==> config.mk <==
export PLATFORM = sky130hd
export DESIGN_NAME = ocm_output_cell
export DESIGN_NICKNAME = d
export VERILOG_FILES = /design/src/hw/ocm_pkg.sv /design/src/hw/ocm_output_cell.sv
export VERILOG_INCLUDE_DIRS = /design/src /design/src/hw
export SDC_FILE = /design/constraint.sdc
export NUM_CORES = 1
export LEC_CHECK = 0
export ABC_CLOCK_PERIOD_IN_PS = 1900
export BUFFER_PORTS_ARGS = -buffer_cell sky130_fd_sc_hd__buf_4
export CAP_MARGIN = 10
export CORE_MARGIN = 3
export CORE_UTILIZATION = 43
export CTS_CLUSTER_SIZE = 20
export DETAILED_ROUTE_END_ITERATION = 16
export PLACE_DENSITY = 0.83
export SETUP_SLACK_MARGIN = 0.02
export SKIP_CTS_REPAIR_TIMING = 1
export SLEW_MARGIN = 20
export SYNTH_ARGS = -nofsm -noshare
export SYNTH_HDL_FRONTEND = slang
export SYNTH_SLANG_ARGS = --single-unit
==> constraint.sdc <==
create_clock -name sys_clk -period 1.9 [get_ports sys_clk]
set_input_delay 0.285 -clock sys_clk [delete_from_list [all_inputs] [get_ports sys_clk]]
set_output_delay 0.285 -clock sys_clk [all_outputs]
set_load 0.02 [all_outputs]
==> src/hw/ocm_params.svh <==
// Constants for the output cell: reset values and defaults of the configuration options
`ifndef OCM_PARAMS_SVH
`define OCM_PARAMS_SVH

// Value that stands for "true" in every configuration expression
`define OCM_EXPR_TRUE 1'b1
// Value that stands for "false" in every configuration expression
`define OCM_EXPR_FALSE 1'b0

// Default of both simultaneous set-and-clear output values
`define OCM_BOTH_DEFAULT 1'b1

// Set and clear enables when not assigned, per cell type
`define OCM_ENABLE_DEFAULT_REG 1'b1
`define OCM_ENABLE_DEFAULT_OTHER 1'b0

// Fixed output pair for an unreachable cell type code; the clock-sample value goes unused, the sample follows the clock in reset
`define OCM_CLK_PREV_RESET 1'b0
`define OCM_TRUE_RESET 1'b0
`define OCM_COMP_RESET 1'b1

`endif

==> src/hw/ocm_pkg.sv <==
// Types shared by the output cell: cell type and the registered state
package ocm_pkg;

    typedef enum logic [1:0] {
        OCM_TYPE_COMB,
        OCM_TYPE_LATCH,
        OCM_TYPE_REG
    } ocm_type_t;

    typedef struct packed {
        ocm_type_t cell_type;
        logic clk_prev;
        logic held_true;
        logic held_comp;
        logic true_out;
        logic comp_out;
    } ocm_state_t;

endpackage : ocm_pkg

==> src/hw/ocm_output_cell.sv <==
// Configurable output cell: register, transparent latch or combinatorial stage
`timescale 1ns/10ps
`include "ocm_params.svh"

module ocm_output_cell
    import ocm_pkg::*;
(
    input wire logic sys_clk,
    input wire logic srst,
    // Live inputs from the product-term array, same clock domain
    input wire logic data_in,
    input wire logic cell_clk,
    input wire logic set_in,
    input wire logic clear_in,
    input wire logic preload_enable,
    input wire logic preload_value_in,
    // Static configuration
    input wire logic reg_select,
    input wire logic latch_select,
    input wire logic enable_set_given,
    input wire logic enable_set_input,
    input wire logic enable_clear_given,
    input wire logic enable_clear_input,
    input wire logic async_set_select,
    input wire logic async_clear_select,
    input wire logic both_values_given,
    input wire logic true_out_on_both,
    input wire logic comp_out_on_both,
    input wire logic initial_true_out,
    input wire logic initial_comp_given,
    input wire logic initial_comp_out,
    input wire logic flip_clock_polarity,
    input wire logic flip_preload_enable,
    input wire logic flip_preload_value,
    input wire logic flip_true_out,
    input wire logic flip_comp_out,
    // Outputs
    output logic true_out,
    output logic comp_out,
    output ocm_type_t cell_type_out
);

    ocm_state_t state_reg;
    ocm_state_t state_next;

    // Decoded configuration
    logic reg_chosen;
    logic latch_chosen;
    ocm_type_t type_sel;
    logic set_enabled;
    logic clear_enabled;
    logic both_true_val;
    logic both_comp_val;
    logic init_true_val;
    logic init_comp_val;

    // Conditioned live inputs
    logic clk_eff;
    logic pl_eff;
    logic pd_eff;
    logic clk_rise;

    // Set and clear requests, gated by preload and their enables
    logic set_req;
    logic clear_req;

    // Register cell candidates
    logic reg_set_act;
    logic reg_clear_act;
    logic reg_true;
    logic reg_comp;

    // Latch cell candidates
    logic latch_set_act;
    logic latch_clear_act;
    logic latch_true;
    logic latch_comp;

    // Combinatorial cell candidates
    logic comb_set_act;
    logic comb_clear_act;
    logic comb_true;
    logic comb_comp;

    // Values that the held pair takes this cycle
    logic new_true;
    logic new_comp;

    // Pair loaded while reset is applied
    logic start_true;
    logic start_comp;

    // Held pair after the output inversions
    logic out_true;
    logic out_comp;

    // All live inputs are sampled by sys_clk, so this is a synchronous model of
    // the output stage. An asynchronous set or clear, an opening latch or a data
    // change reaches the pins one sys_clk edge later, not at once, and a pulse
    // on a live input shorter than one sys_clk period may go unseen. A slow
    // cell clock is therefore expected. Traded for one clock domain and no
    // combinational path from the term inputs to the pins.

    // Selector levels; register wins over latch when both are true
    always_comb begin
        reg_chosen = (reg_select == `OCM_EXPR_TRUE);
        latch_chosen = (latch_select == `OCM_EXPR_TRUE) && !reg_chosen;
    end

    // Cell type from the static selectors
    always_comb begin
        if (reg_chosen) begin
            type_sel = OCM_TYPE_REG;
        end else if (latch_chosen) begin
            type_sel = OCM_TYPE_LATCH;
        end else begin
            type_sel = OCM_TYPE_COMB;
        end
    end

    // Enable defaults depend on the cell type when not assigned
    always_comb begin
        if (enable_set_given) begin
            set_enabled = enable_set_input;
        end else if (type_sel == OCM_TYPE_REG) begin
            set_enabled = `OCM_ENABLE_DEFAULT_REG;
        end else begin
            set_enabled = `OCM_ENABLE_DEFAULT_OTHER;
        end
        if (enable_clear_given) begin
            clear_enabled = enable_clear_input;
        end else if (type_sel == OCM_TYPE_REG) begin
            clear_enabled = `OCM_ENABLE_DEFAULT_REG;
        end else begin
            clear_enabled = `OCM_ENABLE_DEFAULT_OTHER;
        end
    end

    // Both-active values; unassigned ones default to true
    always_comb begin
        if (both_values_given) begin
            both_true_val = true_out_on_both;
            both_comp_val = comp_out_on_both;
        end else begin
            both_true_val = `OCM_BOTH_DEFAULT;
            both_comp_val = `OCM_BOTH_DEFAULT;
        end
    end

    // Initial pair; unassigned complement defaults to the inverse of true
    always_comb begin
        init_true_val = initial_true_out;
        if (initial_comp_given) begin
            init_comp_val = initial_comp_out;
        end else begin
            init_comp_val = ~initial_true_out;
        end
    end

    // Input inversions applied before any use
    always_comb begin
        clk_eff = cell_clk ^ flip_clock_polarity;
        pl_eff = preload_enable ^ flip_preload_enable;
        pd_eff = preload_value_in ^ flip_preload_value;
    end

    // Edge seen against last cycle's sample of the effective clock
    always_comb begin
        clk_rise = clk_eff & ~state_reg.clk_prev;
    end

    // Preload blocks set and clear before any cell type sees them
    always_comb begin
        set_req = ~pl_eff & set_enabled & set_in;
        clear_req = ~pl_eff & clear_enabled & clear_in;
    end

    // Register cell: synchronous set and clear need a seen rising edge
    always_comb begin
        reg_set_act = set_req & (async_set_select | clk_rise);
        reg_clear_act = clear_req & (async_clear_select | clk_rise);
        reg_true = state_reg.held_true;
        reg_comp = state_reg.held_comp;
        if (reg_set_act && reg_clear_act) begin
            reg_true = both_true_val;
            reg_comp = both_comp_val;
        end else if (reg_clear_act) begin
            reg_true = 1'b0;
            reg_comp = 1'b1;
        end else if (reg_set_act) begin
            reg_true = 1'b1;
            reg_comp = 1'b0;
        end else if (clk_rise) begin
            reg_true = data_in;
            reg_comp = ~data_in;
        end
    end

    // Latch cell: synchronous set and clear act while the clock is active
    always_comb begin
        latch_set_act = set_req & (async_set_select | clk_eff);
        latch_clear_act = clear_req & (async_clear_select | clk_eff);
        latch_true = state_reg.held_true;
        latch_comp = state_reg.held_comp;
        if (latch_set_act && latch_clear_act) begin
            latch_true = both_true_val;
            latch_comp = both_comp_val;
        end else if (latch_clear_act) begin
            latch_true = 1'b0;
            latch_comp = 1'b1;
        end else if (latch_set_act) begin
            latch_true = 1'b1;
            latch_comp = 1'b0;
        end else if (clk_eff) begin
            latch_true = data_in;
            latch_comp = ~data_in;
        end
    end

    // Combinatorial cell: clock ignored; data flows unless set or clear act
    // Asynchronous selects change nothing here, both already act at once
    always_comb begin
        comb_set_act = set_req;
        comb_clear_act = clear_req;
        comb_true = data_in;
        comb_comp = ~data_in;
        if (comb_set_act && comb_clear_act) begin
            comb_true = both_true_val;
            comb_comp = both_comp_val;
        end else if (comb_clear_act) begin
            comb_true = 1'b0;
            comb_comp = 1'b1;
        end else if (comb_set_act) begin
            comb_true = 1'b1;
            comb_comp = 1'b0;
        end
    end

    // Preload first, then the pair of the selected cell type
    always_comb begin
        if (pl_eff) begin
            new_true = pd_eff;
            new_comp = ~pd_eff;
        end else begin
            case (type_sel)
                OCM_TYPE_REG: begin
                    new_true = reg_true;
                    new_comp = reg_comp;
                end
                OCM_TYPE_LATCH: begin
                    new_true = latch_true;
                    new_comp = latch_comp;
                end
                OCM_TYPE_COMB: begin
                    new_true = comb_true;
                    new_comp = comb_comp;
                end
                default: begin
                    // Unreachable type code: keep the held pair
                    new_true = state_reg.held_true;
                    new_comp = state_reg.held_comp;
                end
            endcase
        end
    end

    // Reset pair; combinatorial cells ignore the initial settings
    always_comb begin
        case (type_sel)
            OCM_TYPE_REG, OCM_TYPE_LATCH: begin
                start_true = init_true_val;
                start_comp = init_comp_val;
            end
            OCM_TYPE_COMB: begin
                start_true = data_in;
                start_comp = ~data_in;
            end
            default: begin
                // Unreachable type code: fixed pair
                start_true = `OCM_TRUE_RESET;
                start_comp = `OCM_COMP_RESET;
            end
        endcase
    end

    // Output inversions apply after the both-active values as well
    always_comb begin
        if (srst) begin
            out_true = start_true ^ flip_true_out;
            out_comp = start_comp ^ flip_comp_out;
        end else begin
            out_true = new_true ^ flip_true_out;
            out_comp = new_comp ^ flip_comp_out;
        end
    end

    // Configuration is decoded, never stored, so it must stay static
    always_comb begin
        state_next = state_reg;
        state_next.cell_type = type_sel;
        state_next.clk_prev = clk_eff; // Also in reset: no false edge at release
        state_next.true_out = out_true;
        state_next.comp_out = out_comp;
        if (srst) begin
            state_next.held_true = start_true;
            state_next.held_comp = start_comp;
        end else begin
            state_next.held_true = new_true;
            state_next.held_comp = new_comp;
        end
    end

    // One register stage holds all state; every output comes straight from it
    always_ff @(posedge sys_clk) begin
        state_reg <= state_next;
    end

    assign true_out = state_reg.true_out;
    assign comp_out = state_reg.comp_out;
    assign cell_type_out = state_reg.cell_type;

endmodule : ocm_output_cell

# After elaboration in Yosys (flattened, before gate mapping)
# Cells that the tools add are included.
[op_classes]
muxes = 39
eq_ne = 2
n_reduce_logical = 7
mul = 0
shift = 0
bitwise_logic = 25
n_lt_le_gt_ge = 0
n_div = 0
add_sub_neg = 0
[op_table]
columns = ["operator", "count"]
rows = [
  ["2-to-1 mux 1 bit", 33],
  ["AND 1 bit", 9],
  ["bitwise XOR 1 bit", 7],
  ["one-hot mux 1 bit (3 select lines)", 2],
  ["NOT 1 bit", 5],
  ["logical AND 1 bit", 4],
  ["2-to-1 mux 2 bit", 2],
  ["bitwise OR 1 bit", 4],
  ["one-hot mux 1 bit (2 select lines)", 2],
  ["equality test 2 x 1 -> 1 bit (second input constant)", 1],
  ["equality test 2 bit (second input constant)", 1],
  ["logical NOT 2 bit", 1],
  ["OR reduction 2 bit", 1],
  ["logical NOT 1 bit", 1],
]
[totals]
rom_bits = 0
elab_cells = 79
memories = 0
register_bits = 7
out_inout_bits = 4
inputBits = 27
ram_bits = 0
latch_bits = 0

# Logic depth before layout (Yosys ltp)
[depth]
ltp_word = 17
depth_mapped = 7
depth_no_buf = 7

# Worst setup path after synthesis
# No wires, ideal clock.
[synth_timing]
path_type = "input-to-reg"
start = "input enable_clear_given"
end = "register state_reg, in the netlist comp_out"
path_buffers = 1
required_time_ns = 1.781
path_stages = 7
arrival_ns = 1.600
slack_ns = 0.182
setup_ns = 0.119
cell_sequence = "mux2_2 and3_1 buf_6 a32oi_1 o32ai_1 o311a_1 xor2_1"
[synth_via]
elab_chain_len = 10
word_cells_on_any_way = 18
classes_between = "mux: 10; bitwise: 5; reduce/logical: 3"
[synth_lines]
columns = ["item", "line", "text"]
rows = [
  ["from (decl)", "ocm_output_cell.sv:22", "input wire logic enable_clear_given,"],
  ["2-to-1 mux 1 bit (*)", "ocm_output_cell.sv:130", "if (enable_clear_given) begin"],
  ["AND 1 bit (*) (2 in series)", "ocm_output_cell.sv:175", "clear_req = ~pl_eff & clear_enabled & clear_in;"],
  ["AND 1 bit, on equally long branches", "ocm_output_cell.sv:202, ocm_output_cell.sv:181", ""],
  ["2-to-1 mux 1 bit (tied with other cells)", "ocm_output_cell.sv:208", "end else if (latch_clear_act) begin"],
  ["2-to-1 mux 1 bit, on equally long branches", "ocm_output_cell.sv:205, ocm_output_cell.sv:184", ""],
  ["one-hot mux 1 bit (3 select lines) (*)", "ocm_output_cell.sv:245", "case (type_sel)"],
  ["2-to-1 mux 1 bit (*)", "ocm_output_cell.sv:241", "if (pl_eff) begin"],
  ["bitwise XOR 1 bit (*)", "ocm_output_cell.sv:293", "out_comp = new_comp ^ flip_comp_out;"],
  ["2-to-1 mux 1 bit (*)", "ocm_output_cell.sv:288", "if (srst) begin"],
  ["via out_comp", "ocm_output_cell.sv:95", "logic out_comp;"],
  ["to (signal assigned)", "ocm_output_cell.sv:315", "state_reg <= state_next;"],
  ["to (decl)", "ocm_output_cell.sv:43", "ocm_state_t state_reg;"],
]
# The timed path passes the listed nets; every way through them passes the cells marked *.

# Worst setup path in the final report
[layout_timing]
start = "input flip_preload_enable"
end = "register state_reg, in the netlist comp_out"
[layout_via]
elab_chain_len = 12
word_cells_on_any_way = 26
classes_between = "mux: 12; bitwise: 11; reduce/logical: 3"
[layout_lines]
columns = ["item", "line", "text"]
rows = [
  ["from (decl)", "ocm_output_cell.sv:33", "input wire logic flip_preload_enable,"],
  ["bitwise XOR 1 bit (*)", "ocm_output_cell.sv:163", "pl_eff = preload_enable ^ flip_preload_enable;"],
  ["NOT 1 bit", "ocm_output_cell.sv:174, ocm_output_cell.sv:175", ""],
  ["AND 1 bit (2 in series)", "ocm_output_cell.sv:174", "set_req = ~pl_eff & set_enabled & set_in;"],
  ["AND 1 bit, on equally long branches", "ocm_output_cell.sv:201, ocm_output_cell.sv:180", ""],
  ["2-to-1 mux 1 bit, on equally long branches", "ocm_output_cell.sv:211, ocm_output_cell.sv:190", ""],
  ["2-to-1 mux 1 bit, on equally long branches", "ocm_output_cell.sv:208, ocm_output_cell.sv:187", ""],
  ["2-to-1 mux 1 bit, on equally long branches", "ocm_output_cell.sv:205, ocm_output_cell.sv:184", ""],
  ["one-hot mux 1 bit (3 select lines)", "ocm_output_cell.sv:245", ""],
  ["2-to-1 mux 1 bit (*)", "ocm_output_cell.sv:241", ""],
  ["bitwise XOR 1 bit (*)", "ocm_output_cell.sv:293", ""],
  ["2-to-1 mux 1 bit (*)", "ocm_output_cell.sv:288", ""],
  ["via out_comp", "ocm_output_cell.sv:95", ""],
]
# Marked as above.

==> impl_metrics.env <==
export IMPL_status="completed"
export IMPL_postSynthAreaPerCell_um2=8.10
export IMPL_finClkSkew_ps=1.85
export IMPL_yosysWarnings=0
export IMPL_grt_pass1_vias=654
export IMPL_comb_power_share=0.412
export IMPL_yosys_top_cells_count="10 x nand2_1, 7 x dfxtp_1, 6 x inv_1, 4 x nor2_1"
export IMPL_crit_type="in -> reg"
export IMPL_place_congestion=0.813
export IMPL_period_minus_slack_ps=1720
export IMPL_grt_antenna_before_repair=0
export IMPL_r2r_start="state_reg[2]"
export IMPL_yosys_register_bits=7
export IMPL_worst_pin_slew_ps=318
export IMPL_yosysUniqueCellTypes=33
export IMPL_dp_slack_ps=-55.1
export IMPL_portBuffers=30
export IMPL_fin_util=0.718
export IMPL_hold_depth=2
export IMPL_drive_above_1_share=0.406
export IMPL_die_width_um=42.8
export IMPL_p_per_area_nw_per_um2=612
export IMPL_grt_first_pass_wirelength_mm=2.52
export IMPL_synthSimpleGateAreaFrac=0.185
export IMPL_cp_start_kind="input port"
export IMPL_synth_top_family_by_area="compound AO/OA/AOI/OAI gates"
export IMPL_antenna_cells=0
export IMPL_slew_headroom=0.788
export IMPL_synth_most_common_cell="nand2_1"
export IMPL_ys_seq_area_frac=0.240
export IMPL_setup_ws_ps=181
export IMPL_fin_tns_setup_ps=0
export IMPL_post_route_period_util=0.905
export IMPL_grt_max_degree=9
export IMPL_wirelength_mm=1.52
export IMPL_rsz0062_at_grt="no"
export IMPL_insertion_delay_ps=250
export IMPL_async_flop_share=0
export IMPL_worstSetupEndpointType="flip-flop"
export IMPL_setup_viol=0
export IMPL_fillers=99
export IMPL_timing_rr_end="comp_out"
export IMPL_synth_edf_count=0
export IMPL_min_from="flip_comp_out"
export IMPL_cts_path_max_buffers=2
export IMPL_die_area_um2=1830
export IMPL_pwr_share_clk=0.251
export IMPL_p_seq_frac=0.337
export IMPL_std_cell_rows=12
export IMPL_grt_overflow=0
export IMPL_peakVddDrop_mv=0.547
export IMPL_ant_nets=0
export IMPL_cts_tree="done"
export IMPL_synth_area_um2=583
export IMPL_dr_pass1_iters=4
export IMPL_power_leakage_nw=0.403
export IMPL_synth_fa_ha_area_frac=0
export IMPL_dr_first_iter_drc_count=27
export IMPL_cts_sinks=7
export IMPL_internal_power_uw=358
export IMPL_grt_use_total=0.175
export IMPL_hold_path_class="in -> reg"
export IMPL_dp_hpwl_mm=1.30
export IMPL_synth_compound_area_share=0.277
export IMPL_ys_flop_type="dfxtp_1"
export IMPL_worstPathMaxFanout=7
export IMPL_synth_largest_area_cell="dfxtp_1"
export IMPL_cap_violations=0
export IMPL_hold_end="comp_out"
export IMPL_switching_share=0.312
export IMPL_fmax_ghz=0.582
export IMPL_die_h_um=42.8
export IMPL_core_area_um2=1190
export IMPL_arrival_ps=1850
export IMPL_largest_reg_flops=3
export IMPL_cts_root_buf="clkbuf_4"
export IMPL_cts_buffers=3
export IMPL_htree_levels=1
export IMPL_wl_per_cell_um=12.7
export IMPL_synth_cells=72
export IMPL_drc=0
export IMPL_via_count=677
export IMPL_ff2ff_setup_slack_ps=480
export IMPL_nets=134
export IMPL_drv_slew=0
export IMPL_synth_top_area_share=0.240
export IMPL_io_pins=31
export IMPL_finalHoldViolCount=0
export IMPL_synthTopCellsByArea="dfxtp_1 24%, nand2_1 6.4%, mux2_2 5.8%"
export IMPL_start_util=0.492
export IMPL_path_clk_slew_ps=50
export IMPL_synth_xor_area_share=0.116
export IMPL_synthesis_nets=99
export IMPL_reg2reg_depth=5
export IMPL_crit_required_ps=2040
export IMPL_switchingPower_uw=163
export IMPL_syn2layout_area_growth_pct=46.1
export IMPL_via_per_inst=5.64
export IMPL_synthMuxAreaShare=0.0923
export IMPL_hold_ws_ps=219
[metal layers]
layer	wire length [um]	GRT usage	up-vias
li1	-	-	337
met1	632	0.203	302
met2	760	0.305	36
met3	120	0.0508	2
met4	9	0.0497	0
met5	0	0	-
[layout make-up]
type	instances	area (um^2)	share of cell area
clock buffer	4	26.3	0.0308
multi-input combinational	55	390	0.458
sequential	7	140	0.164
tap	14	17.5	0.0206
inverter	6	22.5	0.0264
timing repair buffer	34	255	0.300
[logic make-up (layout without fill, tap and decap cells)]
family | Yosys count | in the layout
simple gates | 23 | 23
flops | 7 | 7
mux | 5 | 5
buf+inv | 10 | 44
compound gates | 21 | 21
xor+xnor | 6 | 6
[how the worst max path moves through the flow]
stage / slack (ps) / endpoint / from
after floorplan: 180 / comp_out / enable_clear_given
after global placement: 30 / comp_out / flip_preload_enable
after detailed placement: -60 / comp_out / flip_preload_enable
after CTS: 200 / comp_out / flip_preload_enable
after global routing: 120 / comp_out / flip_preload_enable
final: 180 / comp_out / flip_preload_enable
[cell usage in the layout (no fill, tap or decap), types with 2 or more instances in the layout]
cell type | Yosys | routed
mux2_2 | 3 | 3
dfxtp_1 | 7 | 7
xnor2_2 | 2 | 2
mux2i_1 | 2 | 2
a21oi_1 | 2 | 2
inv_1 | 6 | 6
o21ai_0 | 3 | 3
clkbuf_4 | 0 | 3
nand3_1 | 2 | 2
buf_4 | 2 | 34
xor2_1 | 3 | 3
nor2_1 | 4 | 4
nand2_1 | 10 | 10
o211ai_1 | 2 | 2
a311oi_1 | 2 | 2
o2111ai_1 | 2 | 2
nand2b_1 | 3 | 3
[stage by stage]
step | cells | cell area [um^2] | total power [mW]
final | 120 | 852 | 0.521
after global routing | 120 | 852 | 0.554
after CTS | 120 | 852 | 0.525
after detailed placement | 116 | 826 | 0.391
after global placement | 116 | 826 | 0.386
after floorplan | 72 | 583 | 0.297
[power by group through the flow]
stage	sequential (mW)	clock, mW	combinational (mW)
2_1_floorplan	0.189	0	0.108
3_3_place_gp	0.178	0	0.208
3_5_place_dp	0.179	0	0.212
4_1_cts	0.176	0.136	0.213
5_1_grt	0.177	0.144	0.233
6_report	0.176	0.131	0.214
[critical path, cell delays in order]
cell	delay, ps
buf_4	120
xnor2_2	290
and3_1	330
mux2i_1	210
o32ai_1	90
o311a_1	380
xor2_1	150
Note: power is estimated with default switching activity, not from simulation.
